## src/inc/sync_holdoff_pkg.sv

```systemverilog
// Function
// - Both hold-off counters are 16-bit down-counters.
// - Phase-clear bit zeroes phase on sync.
// - New frequency with a non-zero hold-off waits in shadow until completion.
// - Soft sync or pin sync starts counting.
// - Hard reset puts all channels asleep.
// - Memory writes need program mode set.
// - Channel runs only with program, sleep low.
// - Start plus chip sync write starts countdown.
// - Start delayed by loaded count in cycles.
// - Count of one clears selected sleep bits.
// - Pin sync with enables starts start countdown.
// - Zero frequency hold-off updates oscillator immediately.
// - Hop plus sync counts, loads at one.
// - Frequency load postponed by programmed count.
// - Pin sync with enables starts frequency countdown.
package sync_holdoff_pkg;
  localparam int NUM_CH  = 4;
  localparam int CNT_W   = 16;
  localparam int FREQ_W  = 32;
  localparam int DATA_W  = 32;
  localparam int ADDR_W  = 8;
  // Channel register offsets.
  localparam logic [ADDR_W-1:0] CH_START_HOLDOFF = 8'h00;
  localparam logic [ADDR_W-1:0] CH_OSC_CTRL      = 8'h01;
  localparam logic [ADDR_W-1:0] CH_FREQ          = 8'h02;
  localparam logic [ADDR_W-1:0] CH_FREQ_HOLDOFF  = 8'h03;
  localparam int                CH_MEM_BIT       = 7;
  // Chip-wide register offsets.
  localparam logic [ADDR_W-1:0] EXT_MODE   = 8'h04;
  localparam logic [ADDR_W-1:0] EXT_SYNC   = 8'h05;
  localparam logic [ADDR_W-1:0] EXT_STATUS = 8'h06;
  // Oscillator control fields.
  localparam int CTRL_SCALE_LSB = 0;
  localparam int CTRL_PHASE_CLR = 2;
  localparam int CTRL_PDITHER   = 3;
  localparam int CTRL_ADITHER   = 4;
  localparam int CTRL_START_PIN = 5;
  localparam int CTRL_HOP_PIN   = 6;
  localparam int CTRL_PIN_EN    = 7;
  // Mode and sync fields.
  localparam int MODE_PROG_LSB  = 0;
  localparam int MODE_SLEEP_LSB = 4;
  localparam int SYNC_START     = 0;
  localparam int SYNC_HOP       = 1;
  localparam int SYNC_BEAM      = 2;
  localparam int SYNC_SEL_LSB   = 4;
  // Reset values and counter marks.
  localparam logic [7:0]       MODE_RST  = 8'hF0;
  localparam logic [7:0]       CTRL_RST  = 8'h00;
  localparam logic [7:0]       SYNC_RST  = 8'h00;
  localparam logic [CNT_W-1:0] CNT_ZERO  = 16'h0000;
  localparam logic [CNT_W-1:0] CNT_ONE   = 16'h0001;
  localparam logic [FREQ_W-1:0] WORD_ZERO = 32'h0000_0000;

  typedef enum logic {HOLD_IDLE, HOLD_COUNT} hold_state_t;

  typedef struct packed {
    logic              wr;
    logic              rd;
    logic              ext;
    logic [1:0]        ch;
    logic [ADDR_W-1:0] addr;
    logic [DATA_W-1:0] data;
  } reg_req_t;

  typedef struct packed {
    logic              we;
    logic [1:0]        ch;
    logic [6:0]        addr;
    logic [DATA_W-1:0] data;
  } mem_wr_t;

  typedef struct packed {
    logic              active;
    logic [1:0]        scale;
    logic              pdither;
    logic              adither;
    logic [FREQ_W-1:0] freq;
    logic [FREQ_W-1:0] phase;
  } chan_out_t;
endpackage : sync_holdoff_pkg

```

## src/channel_sync_holdoff_control.sv

```systemverilog
`timescale 1ns/1ps
module channel_sync_holdoff_control
  import sync_holdoff_pkg::*;
(
  input  wire logic                    ref_clk,
  input  wire logic                    rst,
  input  wire reg_req_t                req,
  output logic [DATA_W-1:0]            reg_rdata,
  output logic                         reg_rvalid,
  input  wire logic                    sync_pin,
  output mem_wr_t                      mem_wr,
  output chan_out_t [NUM_CH-1:0]       chan_out
);

  logic [7:0]        mode_q, mode_d;
  logic [7:0]        sync_q, sync_d;
  logic [7:0]        ctrl_q [NUM_CH];
  logic [7:0]        ctrl_d [NUM_CH];
  logic [CNT_W-1:0]  start_load_q [NUM_CH];
  logic [CNT_W-1:0]  start_load_d [NUM_CH];
  logic [CNT_W-1:0]  freq_load_q [NUM_CH];
  logic [CNT_W-1:0]  freq_load_d [NUM_CH];
  logic [FREQ_W-1:0] freq_shadow_q [NUM_CH];
  logic [FREQ_W-1:0] freq_shadow_d [NUM_CH];
  logic [FREQ_W-1:0] freq_live_q [NUM_CH];
  logic [FREQ_W-1:0] freq_live_d [NUM_CH];
  logic [FREQ_W-1:0] phase_q [NUM_CH];
  logic [FREQ_W-1:0] phase_d [NUM_CH];
  logic [CNT_W-1:0]  start_cnt_q [NUM_CH];
  logic [CNT_W-1:0]  start_cnt_d [NUM_CH];
  logic [CNT_W-1:0]  freq_cnt_q [NUM_CH];
  logic [CNT_W-1:0]  freq_cnt_d [NUM_CH];
  hold_state_t       start_st_q [NUM_CH];
  hold_state_t       start_st_d [NUM_CH];
  hold_state_t       freq_st_q [NUM_CH];
  hold_state_t       freq_st_d [NUM_CH];
  logic [NUM_CH-1:0] active_q, active_d;
  logic [NUM_CH-1:0] start_trig, hop_trig, sync_evt, start_done, freq_done, ch_wr;
  logic              sync_meta_q, sync_lvl_q, sync_old_q, pin_rise, soft_wr;
  logic [DATA_W-1:0] rdata_q, rdata_d;
  logic              rvalid_q;
  mem_wr_t           mem_q, mem_d;
  logic              mem_ok;

  // Sync pin passes two flops, then a third flop gives the rising edge.
  always_ff @(posedge ref_clk) begin
    if (rst) begin
      sync_meta_q <= 1'b0;
      sync_lvl_q  <= 1'b0;
      sync_old_q  <= 1'b0;
    end else begin
      sync_meta_q <= sync_pin;
      sync_lvl_q  <= sync_meta_q;
      sync_old_q  <= sync_lvl_q;
    end
  end

  // Trigger decode: a soft sync is a write to the sync register, a pin sync is a sampled rising edge.
  always_comb begin
    pin_rise = sync_lvl_q & ~sync_old_q;
    soft_wr  = req.wr & req.ext & (req.addr == EXT_SYNC);
    for (int c = 0; c < NUM_CH; c++) begin
      ch_wr[c]      = req.wr & ~req.ext & (req.ch == 2'(c));
      sync_evt[c]   = (soft_wr & req.data[SYNC_SEL_LSB + c]) | (pin_rise & ctrl_q[c][CTRL_PIN_EN]);
      start_trig[c] = (soft_wr & req.data[SYNC_START] & req.data[SYNC_SEL_LSB + c]) |
                      (pin_rise & ctrl_q[c][CTRL_PIN_EN] & ctrl_q[c][CTRL_START_PIN]);
      hop_trig[c]   = (soft_wr & req.data[SYNC_HOP] & req.data[SYNC_SEL_LSB + c]) |
                      (pin_rise & ctrl_q[c][CTRL_PIN_EN] & ctrl_q[c][CTRL_HOP_PIN]);
    end
  end

  // Hold-off counters: load on trigger, count down, finish at a count of one or zero.
  always_comb begin
    for (int c = 0; c < NUM_CH; c++) begin
      start_cnt_d[c] = start_cnt_q[c];
      start_st_d[c]  = start_st_q[c];
      start_done[c]  = 1'b0;
      freq_cnt_d[c]  = freq_cnt_q[c];
      freq_st_d[c]   = freq_st_q[c];
      freq_done[c]   = 1'b0;
      unique case (start_st_q[c])
        HOLD_IDLE: begin
          if (start_trig[c]) begin
            start_cnt_d[c] = start_load_q[c];
            start_st_d[c]  = HOLD_COUNT;
          end
        end
        HOLD_COUNT: begin
          if (start_cnt_q[c] <= CNT_ONE) begin
            start_done[c] = 1'b1;
            start_st_d[c] = HOLD_IDLE;
          end else begin
            start_cnt_d[c] = start_cnt_q[c] - CNT_ONE;
          end
        end
      endcase
      unique case (freq_st_q[c])
        HOLD_IDLE: begin
          if (hop_trig[c]) begin
            freq_cnt_d[c] = freq_load_q[c];
            freq_st_d[c]  = HOLD_COUNT;
          end
        end
        HOLD_COUNT: begin
          if (freq_cnt_q[c] <= CNT_ONE) begin
            freq_done[c] = 1'b1;
            freq_st_d[c] = HOLD_IDLE;
          end else begin
            freq_cnt_d[c] = freq_cnt_q[c] - CNT_ONE;
          end
        end
      endcase
    end
  end

  always_ff @(posedge ref_clk) begin
    for (int c = 0; c < NUM_CH; c++) begin
      if (rst) begin
        start_cnt_q[c] <= CNT_ZERO;
        start_st_q[c]  <= HOLD_IDLE;
        freq_cnt_q[c]  <= CNT_ZERO;
        freq_st_q[c]   <= HOLD_IDLE;
      end else begin
        start_cnt_q[c] <= start_cnt_d[c];
        start_st_q[c]  <= start_st_d[c];
        freq_cnt_q[c]  <= freq_cnt_d[c];
        freq_st_q[c]   <= freq_st_d[c];
      end
    end
  end

  // Register writes, shadow transfers, sleep release and the phase accumulator.
  always_comb begin
    mode_d = mode_q;
    sync_d = sync_q;
    if (req.wr && req.ext && req.addr == EXT_MODE) begin
      mode_d = req.data[7:0];
    end
    if (soft_wr) begin
      sync_d = req.data[7:0];
    end
    for (int c = 0; c < NUM_CH; c++) begin
      ctrl_d[c]        = ctrl_q[c];
      start_load_d[c]  = start_load_q[c];
      freq_load_d[c]   = freq_load_q[c];
      freq_shadow_d[c] = freq_shadow_q[c];
      freq_live_d[c]   = freq_live_q[c];
      if (ch_wr[c]) begin
        unique case (req.addr)
          CH_START_HOLDOFF: start_load_d[c] = req.data[CNT_W-1:0];
          CH_OSC_CTRL:      ctrl_d[c]       = req.data[7:0];
          CH_FREQ_HOLDOFF:  freq_load_d[c]  = req.data[CNT_W-1:0];
          CH_FREQ: begin
            freq_shadow_d[c] = req.data;
            if (freq_load_q[c] == CNT_ZERO && freq_st_q[c] == HOLD_IDLE) begin
              freq_live_d[c] = req.data;
            end
          end
          default: ;
        endcase
      end
      if (freq_done[c]) begin
        freq_live_d[c] = freq_shadow_q[c];
      end
      if (start_done[c]) begin
        mode_d[MODE_SLEEP_LSB + c] = 1'b0;
      end
    end
    for (int c = 0; c < NUM_CH; c++) begin
      // Run only when both bits low.
      active_d[c] = ~mode_d[MODE_PROG_LSB + c] & ~mode_d[MODE_SLEEP_LSB + c];
      if (sync_evt[c] && ctrl_q[c][CTRL_PHASE_CLR]) begin
        phase_d[c] = WORD_ZERO;
      end else if (active_q[c]) begin
        phase_d[c] = phase_q[c] + freq_live_q[c];
      end else begin
        phase_d[c] = phase_q[c];
      end
    end
  end

  always_ff @(posedge ref_clk) begin
    if (rst) begin
      mode_q   <= MODE_RST;
      sync_q   <= SYNC_RST;
      active_q <= '0;
    end else begin
      mode_q   <= mode_d;
      sync_q   <= sync_d;
      active_q <= active_d;
    end
    for (int c = 0; c < NUM_CH; c++) begin
      if (rst) begin
        ctrl_q[c]        <= CTRL_RST;
        start_load_q[c]  <= CNT_ZERO;
        freq_load_q[c]   <= CNT_ZERO;
        freq_shadow_q[c] <= WORD_ZERO;
        freq_live_q[c]   <= WORD_ZERO;
        phase_q[c]       <= WORD_ZERO;
      end else begin
        ctrl_q[c]        <= ctrl_d[c];
        start_load_q[c]  <= start_load_d[c];
        freq_load_q[c]   <= freq_load_d[c];
        freq_shadow_q[c] <= freq_shadow_d[c];
        freq_live_q[c]   <= freq_live_d[c];
        phase_q[c]       <= phase_d[c];
      end
    end
  end

  // Read mux and the gated memory write port.
  always_comb begin
    rdata_d = '0;
    if (req.ext) begin
      unique case (req.addr)
        EXT_MODE:   rdata_d[7:0] = mode_q;
        EXT_SYNC:   rdata_d[7:0] = sync_q;
        EXT_STATUS: rdata_d[7:0] = {start_st_q[3] == HOLD_COUNT, start_st_q[2] == HOLD_COUNT,
                                     start_st_q[1] == HOLD_COUNT, start_st_q[0] == HOLD_COUNT,
                                     active_q};
        default:    rdata_d = '0;
      endcase
    end else begin
      unique case (req.addr)
        CH_START_HOLDOFF: rdata_d[CNT_W-1:0] = start_load_q[req.ch];
        CH_OSC_CTRL:      rdata_d[7:0]       = ctrl_q[req.ch];
        CH_FREQ:          rdata_d            = freq_shadow_q[req.ch];
        CH_FREQ_HOLDOFF:  rdata_d[CNT_W-1:0] = freq_load_q[req.ch];
        default:          rdata_d            = '0;
      endcase
    end
    mem_ok     = mode_q[MODE_PROG_LSB + int'(req.ch)];
    mem_d      = '0;
    mem_d.we   = req.wr & ~req.ext & req.addr[CH_MEM_BIT] & mem_ok;
    mem_d.ch   = req.ch;
    mem_d.addr = req.addr[6:0];
    mem_d.data = req.data;
  end

  always_ff @(posedge ref_clk) begin
    if (rst) begin
      rdata_q  <= '0;
      rvalid_q <= 1'b0;
      mem_q    <= '0;
    end else begin
      rdata_q  <= rdata_d;
      rvalid_q <= req.rd;
      mem_q    <= mem_d;
    end
  end

  // Outputs are driven straight from registers.
  assign reg_rdata  = rdata_q;
  assign reg_rvalid = rvalid_q;
  assign mem_wr     = mem_q;
  always_comb begin
    for (int c = 0; c < NUM_CH; c++) begin
      chan_out[c].active  = active_q[c];
      chan_out[c].scale   = ctrl_q[c][CTRL_SCALE_LSB +: 2];
      chan_out[c].pdither = ctrl_q[c][CTRL_PDITHER];
      chan_out[c].adither = ctrl_q[c][CTRL_ADITHER];
      chan_out[c].freq    = freq_live_q[c];
      chan_out[c].phase   = phase_q[c];
    end
  end

  // Checks on the counters, shadow, phase, memory gate and mode bits.
  a_reset_sleep: assert property (@(posedge ref_clk) $past(rst) |-> mode_q[7:4] == 4'hF)
    else $error("channels not asleep after reset");
  a_mem_gate: assert property (@(posedge ref_clk) disable iff (rst) mem_q.we |-> $past(mem_ok))
    else $error("memory write accepted outside program mode");
  for (genvar g = 0; g < NUM_CH; g++) begin : g_chk
    a_start_load: assert property (@(posedge ref_clk) disable iff (rst)
      (start_st_q[g] == HOLD_IDLE && start_trig[g]) |=> (start_cnt_q[g] == $past(start_load_q[g])))
      else $error("start counter not loaded on trigger");
    a_start_step: assert property (@(posedge ref_clk) disable iff (rst)
      (start_st_q[g] == HOLD_COUNT && start_cnt_q[g] > CNT_ONE) |=> (start_cnt_q[g] == $past(start_cnt_q[g]) - CNT_ONE))
      else $error("start counter did not step down by one");
    a_start_wake: assert property (@(posedge ref_clk) disable iff (rst)
      start_done[g] |=> !mode_q[MODE_SLEEP_LSB + g])
      else $error("sleep bit not cleared at completion");
    a_single_update: assert property (@(posedge ref_clk) disable iff (rst)
      start_done[g] |=> (start_st_q[g] == HOLD_IDLE) && !start_done[g])
      else $error("start counter kept running after completion");
    a_freq_now: assert property (@(posedge ref_clk) disable iff (rst)
      (ch_wr[g] && req.addr == CH_FREQ && freq_load_q[g] == CNT_ZERO && freq_st_q[g] == HOLD_IDLE)
      |=> freq_live_q[g] == $past(req.data))
      else $error("zero hold-off frequency not applied at once");
    a_freq_hold: assert property (@(posedge ref_clk) disable iff (rst)
      (freq_st_q[g] == HOLD_COUNT && freq_cnt_q[g] > CNT_ONE) |=> $stable(freq_live_q[g]))
      else $error("frequency changed during hold-off");
    a_freq_apply: assert property (@(posedge ref_clk) disable iff (rst)
      freq_done[g] |=> freq_live_q[g] == $past(freq_shadow_q[g]))
      else $error("shadow frequency not applied at count one");
    a_phase_clear: assert property (@(posedge ref_clk) disable iff (rst)
      (sync_evt[g] && ctrl_q[g][CTRL_PHASE_CLR]) |=> phase_q[g] == WORD_ZERO)
      else $error("phase not cleared on sync");
    a_run_gate: assert property (@(posedge ref_clk) disable iff (rst)
      active_q[g] |-> !mode_q[MODE_PROG_LSB + g] && !mode_q[MODE_SLEEP_LSB + g])
      else $error("channel active with program or sleep set");
    a_pin_start: assert property (@(posedge ref_clk) disable iff (rst)
      (pin_rise && ctrl_q[g][CTRL_PIN_EN] && ctrl_q[g][CTRL_START_PIN] && start_st_q[g] == HOLD_IDLE)
      |=> start_st_q[g] == HOLD_COUNT)
      else $error("pin sync did not start the countdown");
  end
  c_start_done: cover property (@(posedge ref_clk) disable iff (rst) start_done[0]);
  c_freq_done: cover property (@(posedge ref_clk) disable iff (rst) freq_done[1]);
  c_phase_clear: cover property (@(posedge ref_clk) disable iff (rst) sync_evt[0] && ctrl_q[0][CTRL_PHASE_CLR]);
  c_mem_write: cover property (@(posedge ref_clk) disable iff (rst) mem_q.we);

endmodule : channel_sync_holdoff_control

```

## config.mk

```make
export PLATFORM = sky130hd
export DESIGN_NAME = channel_sync_holdoff_control
export DESIGN_NICKNAME = d
export VERILOG_FILES = /design/src/inc/sync_holdoff_pkg.sv /design/src/channel_sync_holdoff_control.sv
export SDC_FILE = /design/constraint.sdc
export NUM_CORES = 2
export LEC_CHECK = 0
export BUFFER_PORTS_ARGS = -buffer_cell sky130_fd_sc_hd__buf_2
export CAP_MARGIN = 40
export CORE_MARGIN = 1
export CORE_UTILIZATION = 40
export CTS_BUF_LIST = sky130_fd_sc_hd__clkbuf_8
export DETAILED_ROUTE_END_ITERATION = 8
export GPL_ROUTABILITY_DRIVEN = 1
export HOLD_SLACK_MARGIN = 0.12
export PLACE_DENSITY_LB_ADDON = 0.12
export SYNTH_ARGS = -nofsm -noshare
export SYNTH_HDL_FRONTEND = slang
export SYNTH_SLANG_ARGS = --single-unit
```

## constraint.sdc

```tcl
create_clock -name ref_clk -period 5.45 [get_ports ref_clk]
set_input_delay 0.2725 -clock ref_clk [delete_from_list [all_inputs] [get_ports ref_clk]]
set_output_delay 0.2725 -clock ref_clk [all_outputs]
set_load 0.02 [all_outputs]
```

# Word-level counts from Yosys, hierarchy flattened
# Memories as Yosys holds them, arrays and structs flattened.
# Cells that the tools add are included.
# classes
n_addsub	12
n_lt_le_gt_ge	9
eq_ne	9
mux	174
bitwise	111
reduce_logical	18
# ops
operator	count
two-way mux 32 bit	44
two-way mux 16 bit	48
one-hot mux 16 bit (2 select lines)	8
adder 32 bit	4
<= comparator 16 x 1 -> 1 bit (second input constant)	8
subtractor 16 x 1 -> 16 bit (second input constant)	8
two-way mux 8 bit	14
zero test 16 bit	4
bitwise OR 1 bit	52
two-way mux 1 bit	48
one-hot mux 8 bit (3 select lines)	2
AND 1 bit	40
one-hot mux 8 bit (4 select lines)	1
== test 8 x 3 -> 1 bit (second input constant)	3
NOT 1 bit	19
== test 8 x 2 -> 1 bit (second input constant)	2
one-hot mux 1 bit (2 select lines)	8
logical AND 1 bit	10
== test 8 x 1 -> 1 bit (second input constant)	1
zero test 8 bit	1
== test 2 bit (second input constant)	2
< comparator 2 x 4 -> 1 bit (second input constant)	1
OR reduction 3 bit	1
binary-select mux 1 bit (select 2 bit)	1
3 further kinds	3
# totals
register_bits	98
mem_bits_rw	680
inputBits	48
out_inout_bits	351
word_cells	357
mem_count	10
# memory_table
name	words	word_bits	rd	rd_clocked_by_memory_dff	wr	line	text
freq_live_q	4	32	4	0	4	channel_sync_holdoff_control.sv:25	logic [FREQ_W-1:0] freq_live_q [NUM_CH];
freq_shadow_q	4	32	5	0	4	channel_sync_holdoff_control.sv:23	logic [FREQ_W-1:0] freq_shadow_q [NUM_CH];
phase_q	4	32	4	0	4	channel_sync_holdoff_control.sv:27	logic [FREQ_W-1:0] phase_q [NUM_CH];
freq_cnt_q	4	16	4	0	4	channel_sync_holdoff_control.sv:31	logic [CNT_W-1:0] freq_cnt_q [NUM_CH];
freq_load_q	4	16	5	0	4	channel_sync_holdoff_control.sv:21	logic [CNT_W-1:0] freq_load_q [NUM_CH];
start_cnt_q	4	16	4	0	4	channel_sync_holdoff_control.sv:29	logic [CNT_W-1:0] start_cnt_q [NUM_CH];
4 more memories	--	--	--	--	--	--	

# Logic depth before layout (Yosys ltp)
# logic_depth
word_depth	8
mapped_depth	11
mapped_depth_nobuf	11

# Worst setup path after synthesis
# OpenSTA, ideal clock, no wires.
# synth_path
path_type	reg-to-reg
startpoint	memory phase_q[1][0]
endpoint	memory phase_q[1][28]
setup_time_ns	0.122
t_arrival_ns	2.851
t_required_ns	5.328
slack_ns	2.477
path_stages_with_launch	12
n_path_buf	0
synth_period_minus_slack_ns	2.973
path_cell_list	dfxtp_1 > ha_1 > fa_1 > a211oi_1 > o21bai_1 > a21oi_1 > o21ai_0 > a31o_2 > a31oi_1 > nand4b_1 > a2111oi_0 > a311o_1
# synth_rtl
element	line
start, declared	channel_sync_holdoff_control.sv:27

==> metrics.txt <==
internal power=8.97 mW; WL/cell=22.8 um; Die Area=102,000 um^2; Worst EP required=6120 ps; Final Hold Viols=0; H-tree depth=4; Mean Syn Cell Area=8.33 um^2; total congestion overflow=0; CTS root buf=clkbuf_8; sequential share of the synthesized area=0.388; Pleak=18.8 nW; post-CTS setup buffer count=0; DR vias/cell=5.75; Yosys reg bits=778; fill cell count=9,758; worst slew pin tran=924 ps; setup_tns=0 ps; Pwr Total=12.0 mW; largest net degree at the start of global routing=156; initial antenna violation count=6; CTS tree=done; Setup Skew=52.2 ps; Switch Pwr=3.02 mW; RSZ-0062 raised after global routing=no; CORE AREA=99,000 um^2; GR Util met1=0.434; Yosys warning count=0; Max Buffers Root-to-Sink=3; clock-pin slew of the registers on the worst-case setup and hold paths=60 ps; Initial Utilization=0.406; PortBufs=398; Netlist cell types=89; Routed WL=148,000 um; GPL Wtd Cong=0.908; Worst Path Arrival=4460 ps; routed vias=37,349; io pins=399; number of routed nets with antenna violations=0; Slew Viols, Final=0; Multi-input gate area=22,800 um^2; Starting DRT DRC Count=3,806; row cnt=115; Setup violations, final=0; min Tclk post-route=3790 ps; worst skew pair latency=840 ps; Clk network pwr share=0.485; DRC=0; Most Crowded Layer GR=met1; switching share of power=0.252; syn nets=5,014; worst min path class=input port to flop; Peak VDD IR=190 uV; combinational share of power=0.038; Cell Pwr Density=259 nW/um^2; met3 Resource Use GR=0.0525; WS Path Type=input port to flop; first-pass GRT wire length=221,000 um; Die Wd=319 um; Cells after Synth=4,822; f_max=264 MHz; ys flop type=dfxtp_1; Reg area=15,600 um^2; crit-path max FO=33; fin crit share=0.695; Area growth, synth to finish=15.3%; post-DP HPWL=105,000 um; Slew headroom=0.384; Pre-Repair DR Iteration Count=7; startpoint class of the critical path=input port; Crit. End Element=flop; number of global-route vias before repair=34,327; met2 Track Usage GR=0.392; Sink Count=778; DP Area=42,900 um^2; sequential power share=0.477; number of flops mapped to enable cells by yosys=0; share of cells above drive strength 1=0.156; Max-Cap Viols=0; post-route cell area=46,300 um^2; Num CTS Buffers=147; Synth async-reset ratio=0; Mapped Area=40,200 um^2; overall routing resource usage=0.283; Die Y=319 um; status=completed; nets@finish=5,295
==> timing repair <==
action | 4_1_cts | 5_1_grt
endpoints found under the hold margin | 445 | 0
resized for setup | 0 | 0
hold buffers | 49 | 0
==> cells by family after synthesis <==
kind of cell    share of synthesized area
compound gates                      0.193
flops                               0.388
xor+xnor                           0.0207
simple gates                        0.193
fa+ha+maj                          0.0456
buf+inv                            0.0472
mux                                 0.113
==> Yosys cell counts, types with 69 or more instances <==
| cell | n | area [um^2] |
|---|---|---|
| ha_1 | 140 | 1750 |
| nand2_1 | 835 | 3130 |
| mux2i_1 | 270 | 2700 |
| a21oi_1 | 516 | 2580 |
| mux4_2 | 81 | 1820 |
| o21ai_0 | 160 | 801 |
| a21o_1 | 69 | 518 |
| dfxtp_1 | 778 | 15600 |
| a211oi_1 | 181 | 1360 |
| nand3_1 | 82 | 410 |
| nor2_1 | 460 | 1730 |
| clkbuf_1 | 301 | 1130 |
==> power by group through the flow <==
| stage | Sequential (mW) | Combinational, mW | Clock [mW] |
|---|---|---|---|
| final | 5.72 | 0.455 | 5.82 |
| after global routing | 5.71 | 0.471 | 6.20 |
| after CTS | 5.71 | 0.447 | 5.91 |
| after detailed placement | 5.84 | 0.418 | 0 |
| after global placement | 5.84 | 0.413 | 0 |
| after floorplan | 5.86 | 0.213 | 0 |
==> routing by layer <==
layer / wire [um] / part of all wire
met1: 71100 / 0.48
met2: 60000 / 0.40
met3: 13600 / 0.091
met4: 3660 / 0.025
met5: 45 / 0.00030
==> metrics by stage <==
stage,util,worst slack [ps],hold slack (ps),instances
after floorplan,-,2480,401,4822
after global placement,0.431,849,425,6175
after detailed placement,0.433,1470,434,6191
after CTS,0.468,1790,231,6494
after global routing,0.468,1580,276,6497
final,0.468,1660,299,6498
==> cell usage in the layout, fill, tap and decap left out, drive strengths merged, types with 13 or more instances in the layout <==
cell,n
a31oi,32
nand3,82
a21oi,517
dlygate4sd3,49
o2bb2ai,17
nand2,838
and2,24
o21ai,170
nor4,38
xnor2,60
a211oi,187
or4,16
o211ai,16
a22oi,45
dfxtp,778
xor2,35
clkbuf,181
clkinv,14
or3,22
and3,33
mux4,81
mux2i,270
buf,469
nand4,33
ha,140
nand2b,25
inv,120
a21o,69
o22ai,38
o21bai,29
o31ai,18
nor3,44
o21a,13
nor2b,66
nand3b,17
nor2,464
==> state kept, by name, indices dropped and copies added (netlist names) <==
signal,flops
freq_shadow_q,128
sync_q,8
start_cnt_q,64
sync_old_q,1
sync_lvl_q,1
freq_st_q,4
mode_q,8
ctrl_q,32
reg_rdata,32
phase_q,128
start_load_q,64
start_st_q,4
freq_load_q,64
mem_wr,42
sync_meta_q,1
freq_cnt_q,64
freq_live_q,128
active_q,4
reg_rvalid,1
==> cell type report <==
type / count / area share
repair buffers: 519 / 0.0683
clock buffers: 181 / 0.0538
inverters: 68 / 0.00551
flip-flops and latches: 778 / 0.336
well taps: 1287 / 0.0348
diodes: 3 / 0.000162
multi-input cells: 3589 / 0.491
clock inverters: 73 / 0.00986
==> path summary, 6_finish.rpt <==
check	start	to	slack, ps	depth (start not counted)
setup / recovery	req[36]	freq_live_q[1][16]	1660	11
hold / removal	req[33]	mem_wr[33]	300	3
setup reg to reg	freq_live_q[2][0]	phase_q[2][30]	1810	11
hold reg to reg	sync_meta_q	sync_lvl_q	440	1
==> worst max-delay path: stages <==
cell           delay (ps)
dlygate4sd3_1         620
buf_2                 160
nor4_1                420
or3b_1                520
nor3b_4               270
buf_8                 210
nand2_2               420
nor2_4                850
buf_4                 360
mux2i_1               220
a211oi_1               90
(Power assumes the default switching activity.)
